--- src/include/vdwmc_pkg.sv ---
// constants, register map and types for the video dram host controller
package vdwmc_pkg;

  // clock and timing
  localparam int CLK_MHZ         = 250;
  localparam int T_INIT_PAUSE_US = 200;
  localparam int INIT_PAUSE_CYC  = T_INIT_PAUSE_US * CLK_MHZ;
  localparam int T_PHASE_NS      = 60;
  localparam int PHASE_CYC       = (T_PHASE_NS * CLK_MHZ + 999) / 1000;
  localparam int INIT_CYCLES     = 8;
  localparam int CNT_W           = 17;
  localparam int REP_W           = 4;

  // pin widths and address split
  localparam int MA_W   = 9;
  localparam int ADDR_W = 18;
  localparam int DQ_W   = 8;

  // register offsets (byte addresses)
  localparam logic [3:0] REG_CTRL = 4'h0;
  localparam logic [3:0] REG_ADDR = 4'h4;
  localparam logic [3:0] REG_DATA = 4'h8;
  localparam logic [3:0] REG_STAT = 4'hc;

  // field positions
  localparam int CTRL_GO_BIT   = 0;
  localparam int CTRL_OP_LSB   = 1;
  localparam int CTRL_CBR_BIT  = 4;
  localparam int DATA_MASK_LSB = 8;
  localparam int STAT_BUSY_BIT = 0;
  localparam int STAT_INIT_BIT = 1;
  localparam int STAT_HALF_BIT = 2;
  localparam int STAT_RD_LSB   = 8;

  typedef enum logic [2:0] {
    OP_WRITE   = 3'h0,
    OP_MWRITE  = 3'h1,
    OP_READ    = 3'h2,
    OP_BLOCK   = 3'h3,
    OP_MBLOCK  = 3'h4,
    OP_FLASH   = 3'h5,
    OP_LCR     = 3'h6,
    OP_REFRESH = 3'h7
  } vdwmc_op_type;

  typedef enum logic [11:0] {
    S_PAUSE  = 12'h001,
    S_I_CAS  = 12'h002,
    S_I_RAS  = 12'h004,
    S_I_REST = 12'h008,
    S_SC_HI  = 12'h010,
    S_SC_LO  = 12'h020,
    S_IDLE   = 12'h040,
    S_ROW    = 12'h080,
    S_RAS    = 12'h100,
    S_COL    = 12'h200,
    S_CAS    = 12'h400,
    S_PRE    = 12'h800
  } vdwmc_state_type;

  typedef struct packed {
    vdwmc_state_type   state;
    vdwmc_op_type      op;
    logic              cbr;
    logic              cfg_cbr;
    logic              busy;
    logic              init_done;
    logic              go;
    logic              ack;
    logic [CNT_W-1:0]  cnt;
    logic [REP_W-1:0]  reps;
    logic [ADDR_W-1:0] addr;
    logic [DQ_W-1:0]   wdata;
    logic [DQ_W-1:0]   mask;
    logic [DQ_W-1:0]   rdata;
    logic [31:0]       dat_o;
    logic              ras_n;
    logic              cas_n;
    logic              we_n;
    logic              xoe_n;
    logic              sfs;
    logic [MA_W-1:0]   ma;
    logic [DQ_W-1:0]   dq_o;
    logic              dq_oe_n;
    logic              sclk;
  } vdwmc_regs_type;

endpackage

--- src/rtl/vdwmc_pin_sync.sv ---
// three-stage pin synchroniser with agreement filter
`timescale 1ns/1ps
module vdwmc_pin_sync
  import vdwmc_pkg::*;
#(
  parameter int W = 1
)(
  // clock and reset
  input  wire logic         clk,
  input  wire logic         resetn,
  // pins in, filtered level out
  input  wire logic [W-1:0] pin,
  output logic      [W-1:0] level
);

  typedef struct packed {
    logic [W-1:0] s1;
    logic [W-1:0] s2;
    logic [W-1:0] s3;
    logic [W-1:0] q;
  } vdwmc_sync_type;

  vdwmc_sync_type st_q;
  vdwmc_sync_type st_d;
  logic [W-1:0]   agree;

  ////////////////////////////////////////////////////////////////////////////
  // s1 feeds s2 only; a bit moves once s2 and s3 agree
  always_comb
  begin
    st_d    = st_q;
    agree   = ~(st_q.s2 ^ st_q.s3);
    st_d.s1 = pin;
    st_d.s2 = st_q.s1;
    st_d.s3 = st_q.s2;
    st_d.q  = (st_q.q & ~agree) | (st_q.s3 & agree);
  end

  always_ff @(posedge clk or negedge resetn)
  begin
    if (!resetn)
      st_q <= '0;
    else
      st_q <= st_d;
  end

  assign level = st_q.q;

endmodule

--- src/rtl/vdwmc_host.sv ---
// host controller driving the random port of a dual-port video dram
//
// The implementer's own choices: the Wishbone register port and the address map.
`timescale 1ns/1ps
module vdwmc_host
  import vdwmc_pkg::*;
#(
  parameter int PAUSE_CYC = INIT_PAUSE_CYC
)(
  // clock and reset
  input  wire logic            clk,
  input  wire logic            resetn,
  // wishbone slave
  input  wire logic            wb_cyc_i,
  input  wire logic            wb_stb_i,
  input  wire logic            wb_we_i,
  input  wire logic [3:0]      wb_adr_i,
  input  wire logic [3:0]      wb_sel_i,
  input  wire logic [31:0]     wb_dat_i,
  output logic      [31:0]     wb_dat_o,
  output logic                 wb_ack_o,
  // dram strobes and controls
  output logic                 ras_n,
  output logic                 cas_n,
  output logic                 we_n,
  output logic                 transfer_output_enable_n,
  output logic                 special_function_select,
  output logic      [MA_W-1:0] multiplexed_address_pins,
  output logic                 serial_clock,
  output logic                 shift_port_gate_n,
  // dram data pins, three-signal form
  input  wire logic [DQ_W-1:0] ram_data_pins_i,
  output logic      [DQ_W-1:0] ram_data_pins_o,
  output logic                 ram_data_pins_oe_n,
  // serial half indicator from the device
  input  wire logic            split_half_indicator
);

  localparam logic [CNT_W-1:0] PH     = CNT_W'(PHASE_CYC - 1);
  localparam logic [CNT_W-1:0] PAUSE  = CNT_W'(PAUSE_CYC - 1);
  localparam logic [REP_W-1:0] NREP   = REP_W'(INIT_CYCLES);
  localparam vdwmc_regs_type   ST_RST = '{
    state: S_PAUSE, op: OP_WRITE, cbr: 1'b0, cfg_cbr: 1'b0, busy: 1'b1,
    init_done: 1'b0, go: 1'b0, ack: 1'b0, cnt: PAUSE, reps: '0,
    addr: '0, wdata: '0, mask: '0, rdata: '0, dat_o: '0,
    ras_n: 1'b1, cas_n: 1'b1, we_n: 1'b1, xoe_n: 1'b1, sfs: 1'b0,
    ma: '0, dq_o: '0, dq_oe_n: 1'b1, sclk: 1'b0};

  vdwmc_regs_type  st_q;
  vdwmc_regs_type  st_d;
  logic [DQ_W:0]   pins_sync;
  logic [DQ_W-1:0] dq_sync;
  logic            half_sync;
  logic            req;
  logic [31:0]     wimg;

  vdwmc_pin_sync #(.W(DQ_W + 1)) u_sync (
    .clk    (clk),
    .resetn (resetn),
    .pin    ({split_half_indicator, ram_data_pins_i}),
    .level  (pins_sync)
  );
  assign dq_sync   = pins_sync[DQ_W-1:0];
  assign half_sync = pins_sync[DQ_W];

  function automatic logic [31:0] merge(input logic [31:0] old,
                                        input logic [31:0] nw,
                                        input logic [3:0]  sel);
    logic [31:0] m;
    m = {{8{sel[3]}}, {8{sel[2]}}, {8{sel[1]}}, {8{sel[0]}}};
    return (old & ~m) | (nw & m);
  endfunction

  function automatic logic is_masked(input vdwmc_op_type op);
    return op == OP_MWRITE || op == OP_MBLOCK || op == OP_FLASH;
  endfunction

  function automatic logic is_write(input vdwmc_op_type op);
    return op != OP_READ && op != OP_REFRESH;
  endfunction

  ////////////////////////////////////////////////////////////////////////////
  always_comb
  begin
    st_d    = st_q;
    wimg    = '0;
    st_d.ack = 1'b0;
    st_d.go  = 1'b0;
    if (st_q.cnt != '0)
      st_d.cnt = st_q.cnt - CNT_W'(1);
    // register bus: one-cycle answer; writes refused while busy, except the CBR bit during the pause
    req = wb_cyc_i & wb_stb_i & ~st_q.ack;
    if (req)
    begin
      st_d.ack   = 1'b1;
      st_d.dat_o = '0;
      case (wb_adr_i)
        REG_CTRL:
        begin
          st_d.dat_o[CTRL_OP_LSB +: 3] = st_q.op;
          st_d.dat_o[CTRL_CBR_BIT]     = st_q.cfg_cbr;
          wimg = merge(st_d.dat_o, wb_dat_i, wb_sel_i);
          if (wb_we_i && !st_q.busy)
          begin
            st_d.op      = vdwmc_op_type'(wimg[CTRL_OP_LSB +: 3]);
            st_d.go      = wimg[CTRL_GO_BIT];
          end
          // start-up choice only matters before the pause runs out
          if (wb_we_i && (!st_q.busy || st_q.state == S_PAUSE))
            st_d.cfg_cbr = wimg[CTRL_CBR_BIT];
        end
        REG_ADDR:
        begin
          st_d.dat_o[ADDR_W-1:0] = st_q.addr;
          wimg = merge(st_d.dat_o, wb_dat_i, wb_sel_i);
          if (wb_we_i && !st_q.busy)
            st_d.addr = wimg[ADDR_W-1:0];
        end
        REG_DATA:
        begin
          st_d.dat_o[DQ_W-1:0]               = st_q.wdata;
          st_d.dat_o[DATA_MASK_LSB +: DQ_W]  = st_q.mask;
          wimg = merge(st_d.dat_o, wb_dat_i, wb_sel_i);
          if (wb_we_i && !st_q.busy)
          begin
            st_d.wdata = wimg[DQ_W-1:0];
            st_d.mask  = wimg[DATA_MASK_LSB +: DQ_W];
          end
        end
        REG_STAT:
        begin
          st_d.dat_o[STAT_BUSY_BIT]         = st_q.busy;
          st_d.dat_o[STAT_INIT_BIT]         = st_q.init_done;
          st_d.dat_o[STAT_HALF_BIT]         = half_sync;
          st_d.dat_o[STAT_RD_LSB +: DQ_W]   = st_q.rdata;
        end
        default:
          st_d.dat_o = '0;
      endcase
    end
    // pin sequencer; every phase after the initial pause except idle lasts PH+1 cycles; idle waits for go
    case (st_q.state)
      S_PAUSE:
        if (st_q.cnt == '0)
        begin
          st_d.cbr   = st_q.cfg_cbr;
          st_d.reps  = '0;
          st_d.cnt   = PH;
          st_d.cas_n = ~st_q.cfg_cbr;
          st_d.state = S_I_CAS;
        end
      S_I_CAS:
        if (st_q.cnt == '0)
        begin
          st_d.ras_n = 1'b0;
          st_d.cnt   = PH;
          st_d.state = S_I_RAS;
        end
      S_I_RAS:
        if (st_q.cnt == '0)
        begin
          st_d.ras_n = 1'b1;
          st_d.cas_n = 1'b1;
          st_d.reps  = st_q.reps + REP_W'(1);
          st_d.cnt   = PH;
          st_d.state = S_I_REST;
        end
      S_I_REST:
        if (st_q.cnt == '0)
        begin
          st_d.cnt = PH;
          if (st_q.reps == NREP)
          begin
            st_d.reps  = '0;
            st_d.sclk  = 1'b1;
            st_d.state = S_SC_HI;
          end
          else
          begin
            st_d.cas_n = ~st_q.cbr;
            st_d.state = S_I_CAS;
          end
        end
      S_SC_HI:
        if (st_q.cnt == '0)
        begin
          st_d.sclk  = 1'b0;
          st_d.reps  = st_q.reps + REP_W'(1);
          st_d.cnt   = PH;
          st_d.state = S_SC_LO;
        end
      S_SC_LO:
        if (st_q.cnt == '0)
        begin
          st_d.cnt = PH;
          if (st_q.reps == NREP)
          begin
            st_d.init_done = 1'b1;
            st_d.busy      = 1'b0;
            st_d.state     = S_IDLE;
          end
          else
          begin
            st_d.sclk  = 1'b1;
            st_d.state = S_SC_HI;
          end
        end
      S_IDLE:
        if (st_q.go)
        begin
          // row half and strobe-fall levels; transfer input held high
          st_d.busy    = 1'b1;
          st_d.cnt     = PH;
          st_d.ma      = st_q.addr[ADDR_W-1:MA_W];
          st_d.xoe_n   = 1'b1;
          st_d.sfs     = st_q.op == OP_FLASH || st_q.op == OP_LCR;
          st_d.we_n    = ~is_masked(st_q.op);
          st_d.dq_o    = st_q.mask;
          st_d.dq_oe_n = ~is_masked(st_q.op);
          st_d.cas_n   = st_q.op != OP_REFRESH;
          st_d.state   = S_ROW;
        end
      S_ROW:
        if (st_q.cnt == '0)
        begin
          st_d.ras_n = 1'b0;
          st_d.cnt   = PH;
          st_d.state = S_RAS;
        end
      S_RAS:
        if (st_q.cnt == '0)
        begin
          st_d.cnt = PH;
          if (st_q.op == OP_REFRESH)
            st_d.state = S_PRE;
          else
          begin
            // single address change while the column strobe is high
            st_d.ma      = st_q.addr[MA_W-1:0];
            st_d.sfs     = st_q.op == OP_BLOCK || st_q.op == OP_MBLOCK
                           || st_q.op == OP_LCR;
            // write enable low ahead of the column strobe: early write only,
            // so the device never drives while we do
            st_d.we_n    = ~is_write(st_q.op);
            // block ops: low four bits are the column mask
            st_d.dq_o    = st_q.wdata;
            st_d.dq_oe_n = ~is_write(st_q.op);
            st_d.state   = S_COL;
          end
        end
      S_COL:
        if (st_q.cnt == '0)
        begin
          st_d.cas_n = 1'b0;
          st_d.xoe_n = is_write(st_q.op);
          st_d.cnt   = PH;
          st_d.state = S_CAS;
        end
      S_CAS:
        if (st_q.cnt == '0)
        begin
          if (st_q.op == OP_READ)
            st_d.rdata = dq_sync;
          st_d.cnt   = PH;
          st_d.state = S_PRE;
        end
      S_PRE:
      begin
        // address kept until the row strobe is back high
        st_d.ras_n   = 1'b1;
        st_d.cas_n   = 1'b1;
        st_d.we_n    = 1'b1;
        st_d.xoe_n   = 1'b1;
        st_d.sfs     = 1'b0;
        st_d.dq_oe_n = 1'b1;
        if (st_q.cnt == '0)
        begin
          st_d.busy  = 1'b0;
          st_d.state = S_IDLE;
        end
      end
      default:
        st_d = ST_RST;
    endcase
  end

  always_ff @(posedge clk or negedge resetn)
  begin
    if (!resetn)
      st_q <= ST_RST;
    else
      st_q <= st_d;
  end

  assign wb_dat_o                 = st_q.dat_o;
  assign wb_ack_o                 = st_q.ack;
  assign ras_n                    = st_q.ras_n;
  assign cas_n                    = st_q.cas_n;
  assign we_n                     = st_q.we_n;
  assign transfer_output_enable_n = st_q.xoe_n;
  assign special_function_select  = st_q.sfs;
  assign multiplexed_address_pins = st_q.ma;
  assign serial_clock             = st_q.sclk;
  assign shift_port_gate_n        = 1'b1;
  assign ram_data_pins_o          = st_q.dq_o;
  assign ram_data_pins_oe_n       = st_q.dq_oe_n;

  ////////////////////////////////////////////////////////////////////////////
  // checking helpers
  logic [CNT_W-1:0] age;
  logic [1:0]       chg_ras;
  logic [1:0]       chg_hi;
  logic [REP_W:0]   n_ras;
  logic [REP_W:0]   n_sclk;
  logic [MA_W-1:0]  ma_prev;
  logic             ras_prev;
  logic             sclk_prev;

  always_ff @(posedge clk or negedge resetn)
  begin
    if (!resetn)
    begin
      age      <= '0;
      chg_ras  <= '0;
      chg_hi   <= '0;
      n_ras    <= '0;
      n_sclk    <= '0;
      ma_prev   <= '0;
      ras_prev  <= 1'b1;
      sclk_prev <= 1'b0;
    end
    else
    begin
      ma_prev  <= st_q.ma;
      ras_prev <= st_q.ras_n;
      sclk_prev <= st_q.sclk;
      if (age != '1)
        age <= age + CNT_W'(1);
      if (st_q.ras_n)
        chg_ras <= '0;
      else if (st_q.ma != ma_prev && chg_ras != 2'h3)
        chg_ras <= chg_ras + 2'h1;
      if (st_q.ras_n || !st_q.cas_n)
        chg_hi <= '0;
      else if (st_q.ma != ma_prev && chg_hi != 2'h3)
        chg_hi <= chg_hi + 2'h1;
      if (!st_q.init_done && ras_prev && !st_q.ras_n)
        n_ras <= n_ras + (REP_W+1)'(1);
      if (!st_q.init_done && !sclk_prev && st_q.sclk)
        n_sclk <= n_sclk + (REP_W+1)'(1);
    end
  end
endmodule

--- config.mk ---
export PLATFORM = sky130hd
export DESIGN_NAME = vdwmc_host
export DESIGN_NICKNAME = d
export VERILOG_FILES = /design/src/include/vdwmc_pkg.sv /design/src/rtl/vdwmc_pin_sync.sv /design/src/rtl/vdwmc_host.sv
export SDC_FILE = /design/constraint.sdc
export NUM_CORES = 1
export LEC_CHECK = 0
export BUFFER_PORTS_ARGS = -buffer_cell sky130_fd_sc_hd__buf_2
export CORE_UTILIZATION = 33
export DETAILED_ROUTE_END_ITERATION = 7
export PLACE_DENSITY = 0.52
export SLEW_MARGIN = 20
export SYNTH_ARGS = -nofsm -noshare
export SYNTH_HDL_FRONTEND = slang
export SYNTH_SLANG_ARGS = --single-unit
--- constraint.sdc ---
create_clock -name clk -period 2.4 [get_ports clk]
set_input_delay 0.24 -clock clk [delete_from_list [all_inputs] [get_ports clk]]
set_output_delay 0.24 -clock clk [all_outputs]
set_load 0.01 [all_outputs]
==> impl_metrics.env, run 1 <==
export IMPL_end_kind="flop"
export IMPL_fin_crit_sh_pct=99.5
export IMPL_tightest_slew_ps=612
export IMPL_crit_path_start_kind="flop"
export IMPL_drc=0
export IMPL_floorplan_initialDensity_pct=34.0
export IMPL_final_common_cell="dfrtp_1"
export IMPL_power_frac_clock_pct=46.2
export IMPL_synth_ff_type="dfrtp_1"
export IMPL_htreeDepth=4
export IMPL_path_max_fanout=8
export IMPL_status="completed"
export IMPL_finalSetupViolations=0
export IMPL_async_reset_ff_share_pct=100
export IMPL_rows=55
export IMPL_fmax_mhz=419
export IMPL_drtPass1Iterations=5
export IMPL_rsz0062_at_grt="yes"
export IMPL_seqPwrFrac_pct=49.1
export IMPL_totalWireLength_um=20200
export IMPL_layout_min_cycle_time_ps=2390
export IMPL_relSlewSlack_pct=59.1
export IMPL_grt_pass1_vias=5759
export IMPL_synth_edf_count=0
export IMPL_grt_use_total_pct=17.4
export IMPL_cts_buffers=17
export IMPL_slowest_stage="or4_4"
export IMPL_synthCells=746
export IMPL_p_switching_uw=1400
export IMPL_syn_avg_cell_area_um2=10.4
export IMPL_io_pin_count=112
export IMPL_hpwl_um=14600
export IMPL_path_cells="or4_4 -> nor3_4 -> and3_4 -> a31oi_1 -> or4_4 -> buf_6 -> mux2i_1"
export IMPL_skew_ps=13.0
export IMPL_cts_tree="done"
export IMPL_peakVddDrop_uv=406
export IMPL_antenna_left=0
export IMPL_drt_iter0_markers=294
export IMPL_ys_seq_area_share_pct=52.2
export IMPL_slew_violations=0
export IMPL_place_ws_ps=-184
export IMPL_intPower_uw=4350
export IMPL_cp_arrival_ps=2700
export IMPL_num_vias=5900
export IMPL_fp_dieH_um=155
export IMPL_path_class="reg -> reg"
export IMPL_grt_pass1_wl_um=32200
export IMPL_grt_max_degree=58
export IMPL_antenna_found_initial=0
export IMPL_core_area_mm2=0.0228
export IMPL_syn_area_mm2=0.00776
export IMPL_crit_family="simple AND/OR/NAND/NOR gates"
export IMPL_layout_setup_ws_ps=11.5
export IMPL_drive_above_1_share_pct=33.5
export IMPL_static_leakage_power_uw=0.00449
export IMPL_die_area_mm2=0.0241
export IMPL_synth_seq_cells=161
export IMPL_crit_top_cell="or4_4"
export IMPL_p_per_area_mw_per_mm2=587
export IMPL_max_stage_delay_ps=560
export IMPL_final_cell_mix="dfrtp_1, buf_4, buf_2"
export IMPL_io_buffers=81
export IMPL_clock_sinks=161
export IMPL_power_uw=5750
export IMPL_cp_num_buf_inv=1
export IMPL_place_gp_congestion=0.855
export IMPL_synthDistinctLibCells=67
export IMPL_p_comb_share_pct=4.7
export IMPL_ys_warn_count=0
export IMPL_area_growth_pct=26.3
export IMPL_switching_share_pct=24.4
export IMPL_wl_per_cell_um=16.7
export IMPL_clock_latency_ps=430
export IMPL_report_final_hold_viol_count=0
export IMPL_nets=938
export IMPL_cts_root_buffer="clkbuf_16"
export IMPL_die_w_um=155
export IMPL_hold_path_class="in -> reg"
export IMPL_grt_overflow_total=0
export IMPL_cts_buffer_depth=2
export IMPL_clk_pin_slew_ps=70
export IMPL_maxCapViolCount=0
export IMPL_required_ps=2710
export IMPL_via_per_inst=4.89
==> power by group through the flow <==
stage	registers [uW]	logic [uW]	clock network, uW
CTS	2830	276	2730
detailed placement	2880	263	0
global placement	2880	260	0
global route	2830	305	2840
finish	2820	269	2660
floorplan	2860	157	0
==> worst reg2reg max path: stages, from the launching register on <==
cell     delay [ps]
dfstp_2         380
or4_4           560
nor3_4          200
and3_4          250
a31oi_1          90
or4_4           500
buf_6           170
mux2i_1         120
==> per-stage QoR <==
stage               instance area [um2]  util (%)  hold slack, ps  cells  TNS [ps]
floorplan                          7870         -           -55.6    759      -253
global placement                   8940      39.1             248   1158     -4120
detailed placement                 8940      39.1             245   1158     -3990
CTS                                9700      42.5            51.1   1202         0
global route                       9790      42.9            59.8   1206     -1070
finish                             9800      42.9            62.4   1207         0
==> layer usage <==
metal  track usage (%)  wire, um
met1              24.8      9980
met2              26.3      9060
met3              3.43       788
met4              6.02       345
met5                 0         0
==> state kept, by name, indices dropped and copies added, names as in the netlist, named ones only <==
name,cells
transfer_output_enable_n,1
u_sync.st_q,9
u_sync.st_d,18
cas_n,1
special_function_select,1
ram_data_pins_o,8
ras_n,1
st_q,83
multiplexed_address_pins,9
we_n,1
wb_ack_o,1
serial_clock,1
wb_dat_o,18
==> kinds of logic (layout without fill, tap and decap cells) <==
group | after synthesis | in the layout | share of synthesized area (%)
and+or+nand+nor | 253 | 253 | 16.8
DFF | 161 | 161 | 52.2
AOI/OAI and AO/OA | 133 | 133 | 11.8
buffers and inverters | 115 | 249 | 8.29
muxes | 55 | 55 | 7.48
xor gates and xnor gates | 14 | 14 | 1.58
adders and majority gates | 13 | 13 | 1.81
other | 2 | 16 | 0.0968
==> final timing paths <==
kind	start	endpoint	slack (ps)	cells past startpoint
max in group asynchronous	resetn	st_q[102]	1270	3
max	st_q[108]	st_q[57]	10	7
max reg2reg	st_q[108]	st_q[57]	10	7
min reg2reg	u_sync.st_d[26]	u_sync.st_d[17]	340	0
min in group asynchronous	resetn	st_q[114]	370	2
min	wb_dat_i[7]	st_q[79]	60	3
==> area by class of cell <==
cell class | count | area [um2]
inverters | 19 | 71.3
repair buffers | 198 | 1420
clock buffers | 18 | 429
well taps | 313 | 392
fillers | 2279 | 13100
clock inverters | 14 | 144
flip-flops and latches | 161 | 4050
diodes | 1 | 2.50
multi-input cells | 483 | 3290
==> repair_timing <==
item	in CTS	in global routing
gates resized for setup	14	21
hold endpoints to repair	57	0
hold buffers	10	0
endpoints found under the setup margin	64	110
pin swaps	3	10
buffers inserted	2	4
==> cell usage after synthesis, types with 6 or more instances <==
library cell | number | area (um2)
dfrtp_1 | 146 | 3650
nand2_1 | 73 | 274
nor2_1 | 68 | 255
buf_4 | 52 | 390
mux2i_1 | 31 | 310
a21oi_1 | 30 | 150
clkbuf_1 | 30 | 113
o21ai_0 | 25 | 125
mux2_2 | 24 | 270
a22o_1 | 20 | 175
inv_1 | 19 | 71.3
nor3_1 | 16 | 80.1
a22oi_1 | 15 | 113
dfstp_2 | 15 | 394
and3_1 | 14 | 87.6
nand3_1 | 13 | 65.1
nor4_1 | 11 | 68.8
xnor2_1 | 10 | 87.6
a311oi_1 | 9 | 78.8
maj3_1 | 9 | 90.1
nand4_1 | 8 | 50.1
nor4b_1 | 7 | 61.3
buf_1 | 6 | 22.5
buf_2 | 6 | 30.0
nor2b_1 | 6 | 37.5
Power figures use the tool's default switching activity.
==> inputs of run 2 (changes only) <==
- ABC_AREA: default -> 1
- PLACE_DENSITY: 0.52 -> 0.51
- SLEW_MARGIN: 20 -> default
==> run 2 against run 1 <==
  * Cell area up 0.73%
  * Total power up 5.9%
  * Via count up 16%
  * Critical path type unchanged
  * Setup slack better by 160 ps
  * Non-clock buffer count down 75
  * Global-route usage about the same
  * Critical endpoint is now wb_dat_o[0]
  * Critical path depth up 3
  * Register-to-register slack better by 160 ps
  * Clock power up 17%
  * Count of clock-buffer cells in the layout up 2
==> impl_metrics.env, run 2 <==
export IMPL_synthTopCellsByArea="dfrtp_1, nand2_1, inv_1"
export IMPL_min_path_cells=3
export IMPL_tns_ps=0
export IMPL_syn_area_mm2=0.00844
export IMPL_tightest_slew_ps=518
export IMPL_synth_compound_area_share_pct=9.92
export IMPL_synth_top_cell_by_area="dfrtp_1"
export IMPL_io_pin_count=112
export IMPL_area_growth_pct=17.0
export IMPL_final_common_cell="nand2_1"
export IMPL_grt_pass1_vias=6508
export IMPL_largest_reg_flops=83
export IMPL_slew_violations=0
export IMPL_maxCapViolCount=0
export IMPL_status="completed"
export IMPL_hold_start="wb_dat_i[3]"
export IMPL_skew_ps=11.8
export IMPL_die_area_mm2=0.0262
export IMPL_fp_dieH_um=162
export IMPL_p_per_area_mw_per_mm2=618
export IMPL_reg2reg_to="wb_dat_o[0]"
export IMPL_antenna_left=0
export IMPL_r2r_setup_slack_ps=170
export IMPL_totalWireLength_um=21900
export IMPL_ys_seq_area_share_pct=48.0
export IMPL_seqPwrFrac_pct=45.6
export IMPL_die_w_um=162
export IMPL_clock_latency_ps=430
export IMPL_drtPass1Iterations=5
export IMPL_synth_seq_cells=161
export IMPL_report_final_hold_viol_count=0
export IMPL_ys_top_cells_by_count="nand2_1, inv_1, dfrtp_1"
export IMPL_fmax_mhz=448
export IMPL_grt_max_degree=55
export IMPL_hold_end="st_q[127]"
export IMPL_synth_most_common_cell="nand2_1"
export IMPL_cts_root_buffer="clkbuf_16"
export IMPL_floorplan_initialDensity_pct=33.6
export IMPL_largest_register="st_q"
export IMPL_place_gp_congestion=0.920
export IMPL_switching_share_pct=22.4
export IMPL_syn_avg_cell_area_um2=8.09
export IMPL_synth_top_area_share_pct=43.3
export IMPL_hold_path_class="in -> reg"
export IMPL_drive_above_1_share_pct=18.3
export IMPL_synth_edf_count=0
export IMPL_num_vias=6869
export IMPL_required_ps=2700
export IMPL_drt_iter0_markers=593
export IMPL_p_comb_share_pct=3.3
export IMPL_io_buffers=81
export IMPL_hpwl_um=16300
export IMPL_finalSetupViolations=0
export IMPL_cts_tree="done"
export IMPL_final_cell_mix="nand2_1, inv_1, dfrtp_1"
export IMPL_fin_crit_sh_pct=92.9
export IMPL_path_max_fanout=9
export IMPL_wl_per_cell_um=14.9
export IMPL_synth_xor_area_share_pct=1.56
export IMPL_power_frac_clock_pct=51.1
export IMPL_end_kind="flop"
export IMPL_rsz0062_at_grt="no"
export IMPL_static_leakage_power_uw=0.00536
export IMPL_drc=0
export IMPL_crit_path_start_kind="flop"
export IMPL_nets=1184
export IMPL_synthCells=1043
export IMPL_async_reset_ff_share_pct=100
export IMPL_ys_warn_count=0
export IMPL_yosys_area_share_adder_pct=1.66
export IMPL_peakVddDrop_uv=456
export IMPL_utilization_pct=39.3
export IMPL_synthDistinctLibCells=41
export IMPL_grt_use_total_pct=17.5
export IMPL_path_class="reg -> reg"
export IMPL_fillers=2674
export IMPL_synth_top_family_by_area="simple AND/OR/NAND/NOR gates"
export IMPL_core_area_mm2=0.0251
export IMPL_cp_arrival_ps=2530
export IMPL_placedInstanceArea_mm2=0.00907
export IMPL_grt_pass1_wl_um=35200
export IMPL_htreeDepth=4
export IMPL_synth_ff_type="dfrtp_1"
export IMPL_synthMuxAreaShare_pct=0
export IMPL_worstRegToRegCells=10
export IMPL_intPower_uw=4730
export IMPL_p_switching_uw=1360
export IMPL_clk_pin_slew_ps=70
export IMPL_num_antenna_cells=0
export IMPL_cts_buffer_depth=2
export IMPL_clock_sinks=161
export IMPL_r2r_start="st_q[128]"
export IMPL_via_per_inst=4.68
export IMPL_cts_buffers=17
export IMPL_grt_overflow_total=0
export IMPL_layout_min_cycle_time_ps=2230
export IMPL_synthSimpleGateAreaFrac_pct=24.5
export IMPL_antenna_found_initial=0
export IMPL_fin_area_mm2=0.00987
export IMPL_hold_slack_ps=124
export IMPL_rows=58
export IMPL_relSlewSlack_pct=65.5
[run 2: cell types whose count changed after synthesis, sizes merged, moves of 15 or more]
cell	change
a22oi	-15
nand3b	+16
nand2	+196
o211ai	+28
a21oi	-15
inv	+168
nand3	+33
nor2	+15
a22o	-18
o21ai	+30
mux2i	-31
clkbuf	-24
mux2	-24
o22ai	+18
[run 2: worst max-delay path by stage]
stage | startpoint | to | slack [ps] | cells past startpoint
floorplan | st_q[102] | st_q[102] | 450 | 9
global placement | st_q[102] | st_q[98] | 160 | 12
detailed placement | st_q[102] | st_q[98] | 120 | 12
CTS | st_q[102] | st_q[98] | 100 | 12
global route | st_q[102] | st_q[98] | 10 | 12
finish | st_q[128] | wb_dat_o[0] | 170 | 10
[run 2: logic make-up (layout without fill, tap and decap cells)]
family | count (synthesis) | in the layout
AND/OR/NAND/NOR | 455 | 455
buffers and inverters | 261 | 344
flip-flops | 161 | 161
AO/OA/AOI/OAI | 136 | 136
XOR/XNOR | 15 | 15
adder cells (fa/ha/maj) | 13 | 13
other | 2 | 15
[run 2: layout make-up]
class / count / area, um2 / share of cell area (%)
Clock inverter: 12 / 221 / 2.24
Timing Repair Buffer: 123 / 764 / 7.75
Tap cell: 330 / 413 / 4.18
Multi-Input combinational cell: 634 / 3260 / 33.1
Sequential cell: 161 / 4050 / 41.0
Inverter: 189 / 712 / 7.21
Clock buffer: 20 / 447 / 4.53
[run 2: worst max-delay path, stage by stage, from the launching register on]
cell and delay (ps):
dfstp_2 550, nor2_2 50, nand2_4 100, nor2_4 60, nand2_2 120, nand2_1 140
nor3_1 330, nand2_4 200, nand2_2 220, buf_4 210, o21ai_0 100
[run 2: layer usage]
layer  up-vias  routed length [um]  global-route usage [%]
met2       182                9540                    26.2
li1       3412                   -                       -
met5         -                   0                       0
met3        19                1120                    2.99
met1      3256               11000                    26.0
met4         0                 252                    4.20
[run 2: power groups by stage]
stage / clock network (uW) / registers [uW] / logic [uW]
after CTS: 3170 / 2780 / 203
after floorplan: 0 / 2820 / 83.9
after global placement: 0 / 2830 / 189
after detailed placement: 0 / 2830 / 190
after global routing: 3300 / 2780 / 224
final: 3120 / 2780 / 198
[run 2: per-stage QoR]
| step | setup WS [ps] | std cells | total power, uW |
|---|---|---|---|
| 6_report | 170 | 1469 | 6090 |
| 5_1_grt | 10.8 | 1469 | 6310 |
| 4_1_cts | 99.5 | 1469 | 6160 |
| 3_5_place_dp | 115 | 1427 | 3020 |
| 3_3_place_gp | 158 | 1427 | 3020 |
| 2_1_floorplan | 450 | 1056 | 2910 |
[run 2: repair_timing]
item	CTS	global route
setup endpoints to repair	0	23
gates resized for setup	0	8
hold buffers	10	0
buffers inserted	0	0
endpoints found under the hold margin	57	0
==> inputs of run 3 (changes only) <==
- SYNTH_HIERARCHICAL: default -> 1
==> run 3 against run 2 <==
  * Area after synthesis grew 6.9%
  * Flip-flop and latch count is the same
  * Combinational power grew 14%
  * Largest cell class unchanged
  * Highest routed layer unchanged
==> impl_metrics.env, run 3 <==
export IMPL_status="completed"
export IMPL_min_path_cells=5
export IMPL_relSlewSlack_pct=63.5
export IMPL_grt_use_total_pct=17.7
export IMPL_clk_pin_slew_ps=80
export IMPL_die_area_mm2=0.0280
export IMPL_ys_top_cells_by_count="nand2_1, inv_1, dfrtp_1"
export IMPL_largest_reg_flops=83
export IMPL_place_gp_congestion=0.884
export IMPL_layout_min_cycle_time_ps=2160
export IMPL_ys_warn_count=6
export IMPL_slew_violations=0
export IMPL_drive_above_1_share_pct=17.1
export IMPL_num_antenna_cells=0
export IMPL_io_pin_count=112
export IMPL_hpwl_um=17200
export IMPL_crit_top_cell="nor2_1"
export IMPL_synth_top_area_share_pct=40.5
export IMPL_maxCapViolCount=0
export IMPL_report_final_hold_viol_count=0
export IMPL_synth_top_family_by_area="simple AND/OR/NAND/NOR gates"
export IMPL_peakVddDrop_uv=375
export IMPL_regArea_mm2=0.00405
export IMPL_synth_edf_count=0
export IMPL_clock_latency_ps=440
export IMPL_grt_pass1_vias=7316
export IMPL_synth_ff_type="dfrtp_1"
export IMPL_async_reset_ff_share_pct=100
export IMPL_cp_num_buf_inv=2
export IMPL_tightest_slew_ps=548
export IMPL_yosys_area_share_adder_pct=0.555
export IMPL_cts_root_buffer="clkbuf_16"
export IMPL_cts_buffers=17
export IMPL_grt_max_degree=59
export IMPL_synth_compound_area_share_pct=7.13
export IMPL_totalWireLength_um=23200
export IMPL_synthDistinctLibCells=42
export IMPL_die_w_um=167
export IMPL_synthCells=1182
export IMPL_cp_depth=10
export IMPL_required_ps=2770
export IMPL_max_stage_delay_ps=430
export IMPL_fmax_mhz=463
export IMPL_finalSetupViolations=0
export IMPL_crit_path_start_kind="flop"
export IMPL_syn_avg_cell_area_um2=7.63
export IMPL_multi_input_area_mm2=0.00363
export IMPL_path_cells="nor2_4 -> nand2_1 -> nor2_1 -> nand2_4 -> nand2_2 -> nor2_1 -> nand3_4 -> buf_4 -> o211ai_1 -> inv_1"
export IMPL_core_area_mm2=0.0269
export IMPL_num_vias=7428
export IMPL_antenna_left=0
export IMPL_drtPass1Iterations=5
export IMPL_io_buffers=81
export IMPL_synthTopCellsByArea="dfrtp_1, nand2_1, inv_1"
export IMPL_end_kind="flop"
export IMPL_worstRegToRegCells=10
export IMPL_drt_iter0_markers=527
export IMPL_cp_arrival_ps=2530
export IMPL_path_class="reg -> reg"
export IMPL_place_ws_ps=286
export IMPL_ys_seq_area_share_pct=44.9
export IMPL_floorplan_initialDensity_pct=33.5
export IMPL_ctsResizeCount=0
export IMPL_cts_tree="done"
export IMPL_cts_setup_buffers=0
export IMPL_nets=1302
export IMPL_hold_path_class="in -> reg"
export IMPL_final_cell_mix="nand2_1, inv_1, dfrtp_1"
export IMPL_synthSimpleGateAreaFrac_pct=31.4
export IMPL_synth_seq_cells=161
export IMPL_rows=60
export IMPL_wl_per_cell_um=14.5
export IMPL_cts_buffer_depth=2
export IMPL_grt_overflow_total=0
export IMPL_slowest_stage="dfrtp_1"
export IMPL_crit_family="simple AND/OR/NAND/NOR gates"
export IMPL_tns_ps=0
export IMPL_synth_most_common_cell="nand2_1"
export IMPL_clock_sinks=161
export IMPL_fp_dieH_um=167
export IMPL_static_leakage_power_uw=0.00577
export IMPL_p_per_area_mw_per_mm2=571
export IMPL_via_per_inst=4.65
export IMPL_synth_top_cell_by_area="dfrtp_1"
export IMPL_largest_register="st_q"
export IMPL_area_growth_pct=13.5
export IMPL_drc=0
export IMPL_path_max_fanout=23
export IMPL_skew_ps=14.2
export IMPL_synthMuxAreaShare_pct=0
export IMPL_synth_xor_area_share_pct=0.583
export IMPL_layout_setup_ws_ps=240
export IMPL_htreeDepth=4
export IMPL_syn_area_mm2=0.00901
export IMPL_antenna_found_initial=0
export IMPL_fin_crit_sh_pct=90.0
export IMPL_fillers=2865
export IMPL_grt_pass1_wl_um=39000
export IMPL_final_common_cell="nand2_1"
export IMPL_rsz0062_at_grt="no"
==> run 3: power by group <==
group          switching, uW  internal (uW)
Combinational            156           69.8
Sequential              25.7           2760
Clock                   1330           1500
==> run 3: routing by layer <==
| layer | wire [um] | up-vias | global-route usage [%] |
|---|---|---|---|
| li1 | - | 3753 | - |
| met1 | 11700 | 3467 | 25.7 |
| met2 | 10200 | 188 | 27.1 |
| met3 | 1010 | 20 | 2.34 |
| met4 | 302 | 0 | 5.82 |
| met5 | 0 | - | 0 |
==> run 3: worst reg2reg max path, stage by stage, from the launching register on <==
cell,delay [ps]
dfrtp_1,430
nor2_4,180
nand2_1,60
nor2_1,270
nand2_4,150
nand2_2,170
nor2_1,90
nand3_4,200
buf_4,330
o211ai_1,130
inv_1,80
==> run 3: final timing paths <==
path | start | endpoint | slack, ps
worst min-delay path | wb_dat_i[17] | st_q[97] | 100
min in group asynchronous | resetn | st_q[129] | 330
worst max-delay path | st_q[139] | st_q[89] | 240
worst max register to register | st_q[139] | st_q[89] | 240
max in group asynchronous | resetn | st_q[116] | 1360
worst min register to register | u_sync/st_d[22] | u_sync/st_d[13] | 350
==> run 3: metrics by stage <==
stage / total power, uW / utilization [%] / std cells / instance area (um2) / hold slack (ps)
4_1_cts: 5920 / 38.1 / 1598 / 10200 / 83.8
3_3_place_gp: 3050 / 35.4 / 1556 / 9520 / 231
3_5_place_dp: 3050 / 35.4 / 1556 / 9520 / 237
6_report: 5840 / 38.1 / 1598 / 10200 / 99.0
5_1_grt: 6050 / 38.1 / 1598 / 10200 / 118
2_1_floorplan: 2950 / - / 1195 / 9060 / -55.6
==> run 3: final cells by class <==
| cell class | instances | share of cell area (%) |
|---|---|---|
| Sequential cell | 161 | 39.6 |
| Clock buffer | 17 | 4.16 |
| Timing Repair Buffer | 117 | 7.16 |
| Clock inverter | 15 | 1.82 |
| Inverter | 207 | 7.64 |
| Multi-Input combinational cell | 740 | 35.5 |
| Tap cell | 341 | 4.17 |
==> run 3: cells by family after synthesis <==
| group | Yosys count |
|---|---|
| flip-flops | 161 |
| AND/OR/NAND/NOR | 613 |
| XOR/XNOR | 6 |
| buffers and inverters | 294 |
| other | 2 |
| AO/OA/AOI/OAI | 102 |
| adder cells (fa/ha/maj) | 4 |
==> run 3: repair_timing <==
item                                    4_1_cts  5_1_grt
hold buffers                                 10        0
endpoints found under the setup margin        0        0
endpoints found under the hold margin        53        0
